<file path="src/design/sa_mul_pkg.sv">
// constants for the shift amount and word multiply execution block
// assumes a core that decodes 32-bit instruction words on core_clk_i
package sa_mul_pkg;
  localparam logic [5:0] OP_SPECIAL   = 6'h00;
  localparam logic [5:0] OP_REGISTER_IMMEDIATE_OPCODE    = 6'h01;
  localparam logic [5:0] OP_MMI       = 6'h1C;
  localparam logic [5:0] FN_READ_SA   = 6'h28;
  localparam logic [5:0] FN_RESTORE   = 6'h29;
  localparam logic [5:0] FN_WR_UP1    = 6'h11;
  localparam logic [5:0] FN_WR_BOT1   = 6'h13;
  localparam logic [5:0] FN_SIGNED_PRODUCT_PIPE_ZERO      = 6'h18;
  localparam logic [4:0] SEL_SET_BYTE = 5'h18;
  localparam logic [4:0] SEL_SET_HALF = 5'h19;
  localparam int         OPC_MSB      = 31;
  localparam int         OPC_LSB      = 26;
  localparam int         RS_LSB       = 21;
  localparam int         RT_LSB       = 16;
  localparam int         RD_LSB       = 11;
  localparam int         BYTE_SHIFT   = 3;
  localparam int         HALF_SHIFT   = 4;
  localparam int         MUL_LAT      = 3;
  localparam logic [63:0] PROD_RESET  = 64'h0;
  localparam logic [6:0]  SA_RESET    = 7'h00;
endpackage

</file>
<file path="src/design/sa_mul_exec.sv">
// execution of shift amount moves, upper product moves and signed multiplies
// assumes the issue stage presents one decoded word per pipe with operands
`timescale 1ns/1ps
`default_nettype none
module sa_mul_exec (
  input  wire logic        core_clk_i,
  input  wire logic        reset_n_i,
  input  wire logic        p0_valid_i,
  input  wire logic [31:0] p0_instr_i,
  input  wire logic [63:0] p0_rs_val_i,
  input  wire logic [63:0] p0_rt_val_i,
  input  wire logic        p1_valid_i,
  input  wire logic [31:0] p1_instr_i,
  input  wire logic [63:0] p1_rs_val_i,
  input  wire logic [63:0] p1_rt_val_i,
  input  wire logic        rd_lo0_i,
  input  wire logic        rd_hi0_i,
  input  wire logic        rd_lo1_i,
  input  wire logic        rd_hi1_i,
  output logic             p1_illegal_o,
  output logic             stall_o,
  output logic             gpr_we_o,
  output logic [4:0]       gpr_waddr_o,
  output logic [63:0]      gpr_wdata_o,
  output logic [6:0]       shift_amount_o,
  output logic [127:0]     upper_product_o,
  output logic [127:0]     bottom_product_o,
  output logic             arith_exc_o
);
  typedef enum logic [1:0] {
    OP_NONE    = 2'b00,
    OP_PIPE0   = 2'b01,
    OP_PIPE1   = 2'b10
  } mul_owner_e;

  // decode shared by both pipes
  function automatic logic is_special_fn(input logic [31:0] w,
                                         input logic [5:0] fn);
    is_special_fn = (w[31:26] == sa_mul_pkg::OP_SPECIAL) && (w[5:0] == fn);
  endfunction
  function automatic logic is_mmi_fn(input logic [31:0] w,
                                     input logic [5:0] fn);
    is_mmi_fn = (w[31:26] == sa_mul_pkg::OP_MMI) && (w[5:0] == fn);
  endfunction
  function automatic logic is_register_immediate_opcode(input logic [31:0] w,
                                     input logic [4:0] sel);
    is_register_immediate_opcode = (w[31:26] == sa_mul_pkg::OP_REGISTER_IMMEDIATE_OPCODE) && (w[20:16] == sel);
  endfunction

  wire p0_read_sa  = p0_valid_i && is_special_fn(p0_instr_i,
                                                 sa_mul_pkg::FN_READ_SA);
  wire p0_restore  = p0_valid_i && is_special_fn(p0_instr_i,
                                                 sa_mul_pkg::FN_RESTORE);
  wire p0_set_byte = p0_valid_i && is_register_immediate_opcode(p0_instr_i,
                                             sa_mul_pkg::SEL_SET_BYTE);
  wire p0_set_half = p0_valid_i && is_register_immediate_opcode(p0_instr_i,
                                             sa_mul_pkg::SEL_SET_HALF);
  wire p0_signed_product_pipe_zero     = p0_valid_i && is_special_fn(p0_instr_i,
                                                 sa_mul_pkg::FN_SIGNED_PRODUCT_PIPE_ZERO);
  wire p0_wr_up1   = p0_valid_i && is_mmi_fn(p0_instr_i,
                                             sa_mul_pkg::FN_WR_UP1);
  wire p0_wr_bot1  = p0_valid_i && is_mmi_fn(p0_instr_i,
                                             sa_mul_pkg::FN_WR_BOT1);
  wire p1_signed_product_pipe_zero     = p1_valid_i && is_mmi_fn(p1_instr_i,
                                             sa_mul_pkg::FN_SIGNED_PRODUCT_PIPE_ZERO);
  wire p1_sa_op    = p1_valid_i &&
                     (is_special_fn(p1_instr_i, sa_mul_pkg::FN_READ_SA) ||
                      is_special_fn(p1_instr_i, sa_mul_pkg::FN_RESTORE) ||
                      is_register_immediate_opcode(p1_instr_i, sa_mul_pkg::SEL_SET_BYTE) ||
                      is_register_immediate_opcode(p1_instr_i, sa_mul_pkg::SEL_SET_HALF));
  wire p1_wr_up1   = p1_valid_i && is_mmi_fn(p1_instr_i,
                                             sa_mul_pkg::FN_WR_UP1);
  wire p1_wr_bot1  = p1_valid_i && is_mmi_fn(p1_instr_i,
                                             sa_mul_pkg::FN_WR_BOT1);

  // pipe 1 copies of shift amount ops are flagged and never executed
  assign p1_illegal_o = p1_sa_op;

  // byte and halfword counts become bit counts
  wire [3:0] byte_cnt = p0_rs_val_i[3:0] ^ p0_instr_i[3:0];
  wire [2:0] half_cnt = p0_rs_val_i[2:0] ^ p0_instr_i[2:0];
  wire [6:0] sa_byte  = {byte_cnt, 3'h0};
  wire [6:0] sa_half  = {half_cnt, 4'h0};

  // A stage: one register stage after issue
  logic       sa_we_q;
  logic [6:0] sa_wval_q;
  logic [6:0] sa_q;
  wire        sa_we_d   = p0_restore || p0_set_byte || p0_set_half;
  wire [6:0]  sa_wval_d = p0_set_byte ? sa_byte :
                          p0_set_half ? sa_half :
                          p0_rs_val_i[6:0];

  always_ff @(posedge core_clk_i or negedge reset_n_i) begin
    if (!reset_n_i) begin
      sa_we_q   <= 1'b0;
      sa_wval_q <= sa_mul_pkg::SA_RESET;
    end else begin
      sa_we_q   <= sa_we_d;
      sa_wval_q <= sa_wval_d;
    end
  end

  // commit in A stage; the gap rule means no reader races this write
  always_ff @(posedge core_clk_i or negedge reset_n_i) begin
    if (!reset_n_i) begin
      sa_q <= sa_mul_pkg::SA_RESET;
    end else if (sa_we_q) begin
      sa_q <= sa_wval_q;
    end
  end
  assign shift_amount_o = sa_q;

  // multiplier: pipe 0 wins if both issue the same cycle, pipe 1 held back
  wire        mul_busy;
  wire        p1_blocked = p1_signed_product_pipe_zero && p0_signed_product_pipe_zero;
  wire        mul_start  = (p0_signed_product_pipe_zero || p1_signed_product_pipe_zero) && !mul_busy;
  wire [63:0] mul_a      = p0_signed_product_pipe_zero ? p0_rs_val_i : p1_rs_val_i;
  wire [63:0] mul_b      = p0_signed_product_pipe_zero ? p0_rt_val_i : p1_rt_val_i;
  wire [4:0]  mul_rd     = p0_signed_product_pipe_zero ? p0_instr_i[15:11] : p1_instr_i[15:11];
  wire        mul_done;
  wire [63:0] mul_prod;

  // only low words used; upper operand bits are not checked
  word_multiplier u_mul (
    .core_clk_i (core_clk_i),
    .reset_n_i  (reset_n_i),
    .start_i    (mul_start),
    .op_a_i     (mul_a[31:0]),
    .op_b_i     (mul_b[31:0]),
    .done_o     (mul_done),
    .prod_o     (mul_prod)
  );

  mul_owner_e owner_q;
  logic [4:0] mul_rd_q;
  always_ff @(posedge core_clk_i or negedge reset_n_i) begin
    if (!reset_n_i) begin
      owner_q  <= OP_NONE;
      mul_rd_q <= 5'h00;
    end else if (mul_start) begin
      owner_q  <= p0_signed_product_pipe_zero ? OP_PIPE0 : OP_PIPE1;
      mul_rd_q <= mul_rd;
    end else if (mul_done) begin
      owner_q  <= OP_NONE;
    end
  end
  assign mul_busy = (owner_q != OP_NONE) && !mul_done;

  // sign-extended halves of the product
  wire [63:0] lo_ext = {{32{mul_prod[31]}}, mul_prod[31:0]};
  wire [63:0] hi_ext = {{32{mul_prod[63]}}, mul_prod[63:32]};

  logic       done_p0;
  logic       done_p1;
  always_comb begin
    case (owner_q)
      OP_PIPE0: begin
        done_p0 = mul_done;
        done_p1 = 1'b0;
      end
      OP_PIPE1: begin
        done_p0 = 1'b0;
        done_p1 = mul_done;
      end
      default: begin
        done_p0 = 1'b0;
        done_p1 = 1'b0;
      end
    endcase
  end

  logic [127:0] hi_q;
  logic [127:0] lo_q;
  wire          up1_we   = p0_wr_up1 || p1_wr_up1;
  wire          bot1_we  = p0_wr_bot1 || p1_wr_bot1;
  wire [63:0]   up1_val  = p0_wr_up1 ? p0_rs_val_i : p1_rs_val_i;
  wire [63:0]   bot1_val = p0_wr_bot1 ? p0_rs_val_i : p1_rs_val_i;

  always_ff @(posedge core_clk_i or negedge reset_n_i) begin
    if (!reset_n_i) begin
      hi_q <= {2{sa_mul_pkg::PROD_RESET}};
    end else begin
      if (done_p0) begin
        hi_q[63:0] <= hi_ext;
      end
      if (done_p1) begin
        hi_q[127:64] <= hi_ext;
      end else if (up1_we) begin
        hi_q[127:64] <= up1_val;
      end
    end
  end

  always_ff @(posedge core_clk_i or negedge reset_n_i) begin
    if (!reset_n_i) begin
      lo_q <= {2{sa_mul_pkg::PROD_RESET}};
    end else begin
      if (done_p0) begin
        lo_q[63:0] <= lo_ext;
      end
      if (done_p1) begin
        lo_q[127:64] <= lo_ext;
      end else if (bot1_we) begin
        lo_q[127:64] <= bot1_val;
      end
    end
  end
  assign upper_product_o  = hi_q;
  assign bottom_product_o = lo_q;

  // interlock: reads of a pending half, or a second multiply, wait
  wire pend0 = owner_q == OP_PIPE0;
  wire pend1 = owner_q == OP_PIPE1;
  assign stall_o = (pend0 && (rd_lo0_i || rd_hi0_i)) ||
                   (pend1 && (rd_lo1_i || rd_hi1_i)) ||
                   ((p0_signed_product_pipe_zero || p1_signed_product_pipe_zero) && mul_busy) ||
                   p1_blocked;

  // general register write port; read_sa and multiply share it, and
  // when both write in one cycle the multiply result wins and read_sa is dropped
  wire        mul_gpr_we  = mul_done && (mul_rd_q != 5'h00);
  wire        rsa_gpr_we  = p0_read_sa &&
                            (p0_instr_i[15:11] != 5'h00);
  logic       gpr_we_q;
  logic [4:0] gpr_waddr_q;
  logic [63:0] gpr_wdata_q;
  always_ff @(posedge core_clk_i or negedge reset_n_i) begin
    if (!reset_n_i) begin
      gpr_we_q    <= 1'b0;
      gpr_waddr_q <= 5'h00;
      gpr_wdata_q <= sa_mul_pkg::PROD_RESET;
    end else if (mul_gpr_we) begin
      gpr_we_q    <= 1'b1;
      gpr_waddr_q <= mul_rd_q;
      gpr_wdata_q <= lo_ext;
    end else begin
      gpr_we_q    <= rsa_gpr_we;
      gpr_waddr_q <= p0_instr_i[15:11];
      gpr_wdata_q <= {57'h0, sa_q};
    end
  end
  assign gpr_we_o    = gpr_we_q;
  assign gpr_waddr_o = gpr_waddr_q;
  assign gpr_wdata_o = gpr_wdata_q;

  // overflow is left to software
  assign arith_exc_o = 1'b0;
endmodule
`default_nettype wire

</file>
<file path="src/design/word_multiplier.sv">
// pipelined 32x32 signed multiplier with fixed latency
// assumes caller holds its own bookkeeping of which half is targeted
`timescale 1ns/1ps
`default_nettype none
module word_multiplier (
  input  wire logic        core_clk_i,
  input  wire logic        reset_n_i,
  input  wire logic        start_i,
  input  wire logic [31:0] op_a_i,
  input  wire logic [31:0] op_b_i,
  output logic             done_o,
  output logic [63:0]      prod_o
);
  logic [sa_mul_pkg::MUL_LAT-1:0] vld_q;
  logic [63:0]                    stage_q [sa_mul_pkg::MUL_LAT];
  wire  [63:0] prod_full = 64'($signed(op_a_i) * $signed(op_b_i));

  always_ff @(posedge core_clk_i or negedge reset_n_i) begin
    if (!reset_n_i) begin
      vld_q <= '0;
    end else begin
      vld_q <= {vld_q[sa_mul_pkg::MUL_LAT-2:0], start_i};
    end
  end

  genvar g;
  generate
    for (g = 0; g < sa_mul_pkg::MUL_LAT; g++) begin : g_stage
      always_ff @(posedge core_clk_i or negedge reset_n_i) begin
        if (!reset_n_i) begin
          stage_q[g] <= sa_mul_pkg::PROD_RESET;
        end else if (g == 0) begin
          stage_q[g] <= prod_full;
        end else begin
          stage_q[g] <= stage_q[(g == 0) ? 0 : g-1];
        end
      end
    end
  endgenerate

  assign done_o = vld_q[sa_mul_pkg::MUL_LAT-1];
  assign prod_o = stage_q[sa_mul_pkg::MUL_LAT-1];
endmodule
`default_nettype wire

</file>
<file path="config.mk">
export PLATFORM = sky130hd
export DESIGN_NAME = sa_mul_exec
export DESIGN_NICKNAME = d
export VERILOG_FILES = /design/src/design/sa_mul_pkg.sv /design/src/design/sa_mul_exec.sv /design/src/design/word_multiplier.sv
export SDC_FILE = /design/constraint.sdc
export NUM_CORES = 2
export LEC_CHECK = 0
export BUFFER_PORTS_ARGS = -buffer_cell sky130_fd_sc_hd__buf_4
export CORE_MARGIN = 3
export CORE_UTILIZATION = 30
export CTS_CLUSTER_DIAMETER = 60
export CTS_CLUSTER_SIZE = 20
export DETAILED_ROUTE_END_ITERATION = 6
export PLACE_DENSITY = 0.52
export SLEW_MARGIN = 10
export SYNTH_ARGS = -nofsm -noshare
export SYNTH_HDL_FRONTEND = slang
export SYNTH_HIERARCHICAL = 1
export SYNTH_SLANG_ARGS = --single-unit
</file>
<file path="constraint.sdc">
create_clock -name core_clk_i -period 7.46 [get_ports core_clk_i]
set_input_delay 1.492 -clock core_clk_i [delete_from_list [all_inputs] [get_ports core_clk_i]]
set_output_delay 1.492 -clock core_clk_i [all_outputs]
set_load 0.03 [all_outputs]
</file>
==> metrics.cfg <==
[outcome]
status=finished, violations left
violations=design-rule violations, negative setup slack

[floorplanning]
coreArea_sq_um=188000
dieArea_sq_um=196000
fp.dieH_microns=442
rows=159
initial_core_util=0.303
die_x_microns=442
pin_count=664

[setup_path]
required_ns=7.96
crit_type=input pin to register
arrival_ns=10.20
cpPeakStageDelay_ns=0.64
crit_top_cell=fa_1
start_kind=input pin
crit_buf_inv=8
crit_family=adder cells
worstSetupEndpointType=register
worst_path_max_delay_cell=fa_2
path_max_fanout=6

[global_routing]
grt_util_met3=0.0367
grt_util_all_layers=0.230
grt_max_degree=145
grt.busiest_layer=met2
grt_first_pass_wirelength_microns=336000
grt_pass1_vias=48400
use_met2=0.392
overflow=0
antenna_found_initial=37
use_met1=0.283

[synthesis]
synth_flop_cell=dfrtp_1
synthArstFlopShare=1.00
seq_area_frac_synth=0.196
synth_edf_count=0
syn_avg_cell_area_sq_um=9.91
synth-seq-cells=447
yosys-top-cells-count=fa_1 (1082), inv_1 (962), nand2_1 (688)
yosysTopAreaCell=fa_1
netlist_top_cells_area=fa_1 (38%), dfrtp_1 (20%), inv_1 (6.3%)
syn_area_sq_um=57100
synthCells=5761
synth_most_common_cell=fa_1
ys_types=82
yosys_warnings=6
synth_top_area_frac=0.379
syn_nets=7355

[cts]
root_buffer=clkbuf_16
clk_path_buf_depth=3
path_clk_slew_ns=0.09
cts_tree=built
ctsHtreeMaxLevel=2
clock_latency_ns=0.59
cts_buffers=34
cts.sinks=447
postCtsHoldBufs=0

[detailed_routing]
postRouteAntennaNets=0
drc=1
wire_per_inst_microns=25.2
firstDrtPassIters=7
routed_via_density=4.91
totalWireLength_microns=230000
vias=44900
dr.first_iter.drc_count=2890

[timing]
finClkSkew_ns=0.0434
finalSetupViolCount=55
worst_slack_ns=-2.24
slew_headroom=0.252
hold_ws_ns=0.326
tightest_slew_ns=1.12
finalMaxSlewViolations=0
fin_crit_ns=9.70
hold_viol_final=0
fmax_ghz=0.103
rsz0062_at_grt=true
finalCritPeriodShare=1.30

[job]
max_cap_viol_count=0

[placement]
port_buffers=577
place.gp.congestion=0.928
dp_hpwl_microns=176000

[finish]
fin_nets=8195
synthToLayoutAreaGrowth_pct=26.7
drive_above_1_share=0.289
utilization=0.384

[hold_path]
min_path_type=register to register

[final timing paths]
path / from / to / slack [ns] / cells after the start
hold / removal: u_mul/stage_q[94]$_DFF_PN0_ / u_mul/prod_o[30]$_DFF_PN0_ / 0.33 / 0
max in group asynchronous: reset_n_i / bottom_product_o[83]$_DFFE_PN0P_ / 5.12 / 2
hold reg to reg: u_mul/stage_q[94]$_DFF_PN0_ / u_mul/prod_o[30]$_DFF_PN0_ / 0.33 / 0
min in group asynchronous: reset_n_i / bottom_product_o[98]$_DFFE_PN0P_ / 0.92 / 1
setup reg to reg: owner_q[0]$_DFFE_PN0P_ / upper_product_o[103]$_DFFE_PN0P_ / 4.88 / 5
setup / recovery: p0_instr_i[26] / u_mul/stage_q[185]$_DFF_PN0_ / -2.24 / 30
[cell usage in the layout, fill, tap and decap left out, types with 31 or more instances in the layout]
cell	instances
a21oi_1	39
o21ai_1	250
xnor2_1	35
mux2_4	35
a21oi_2	31
buf_6	69
and2_4	41
and2_1	502
a211oi_1	132
nor2_1	71
or4bb_1	65
nand4b_1	65
ha_4	37
mux2_2	92
nor4_1	129
buf_4	1153
dfrtp_1	447
a21o_1	38
nand2_1	639
ha_1	142
clkbuf_16	36
buf_12	93
inv_1	933
fa_1	996
o21ai_0	35
fa_2	86
[logic make-up after synthesis]
| logic type | synth area share |
|---|---|
| adder cells (fa/ha/maj) | 0.420 |
| multiplexers | 0.0261 |
| XOR/XNOR | 0.0109 |
| flip-flops | 0.196 |
| AO/OA/AOI/OAI | 0.0683 |
| buffers and inverters | 0.115 |
| other | 0.0000657 |
| AND/OR/NAND/NOR | 0.164 |
[worst reg2reg max path, stage by stage, from the launching register on]
cell and delay (ns):
dfrtp_1 0.53, nor2b_1 0.17, nand2_4 0.40, buf_4 0.81
o21ai_1 0.38, o21ai_1 0.19
[state kept, by name (all words and copies together) (netlist names)]
register          flops
u_mul/stage_q       128
bottom_product_o     96
upper_product_o      96
u_mul/prod_o         64
gpr_wdata_o          32
sa_wval_q             7
shift_amount_o        7
gpr_waddr_o           5
mul_rd_q              5
u_mul/vld_q           3
owner_q               2
gpr_we_o              1
sa_we_q               1
[layout make-up]
cell class                      instances  area, sq um
Multi-Input combinational cell       3809        41300
Inverter                              962         3620
Clock inverter                         17          230
Clock buffer                           34          851
Timing Repair Buffer                 1347        12000
Tap cell                             2495         3120
Fill cell                           18700       116000
Sequential cell                       447        11200
Antenna cell                           19         47.5
[layer usage]
layer	part of all wire	vias to the layer above	wire length [microns]
met1	0.39	23500	90300
met5	0.00075	-	172
met4	0.058	24	13200
li1	-	19500	-
met2	0.49	1491	113000
met3	0.059	350	13600
[metrics by stage]
stage / instance area [sq um] / instances / TNS, ns / setup slack [ns]
finish: 72400 / 9130 / -97.27 / -2.24
global route: 72400 / 9125 / -106.07 / -2.46
CTS: 71400 / 9074 / -93.34 / -2.21
detailed placement: 67600 / 8915 / -137.60 / -3.17
global placement: 67600 / 8915 / -136.41 / -3.17
floorplan: 57800 / 5761 / -93.77 / -2.67
[what timing repair did]
| action | CTS | global route |
|---|---|---|
| setup endpoints to repair | 55 | 56 |
| pin swaps | 137 | 121 |
| setup buffers | 89 | 40 |
| cloned | 25 | 3 |
| resized for setup | 347 | 136 |
| endpoints found under the hold margin | 0 | 0 |
Power is not shown: default switching activity piles up to over one toggle a cycle in this logic, so the estimate is an artifact.
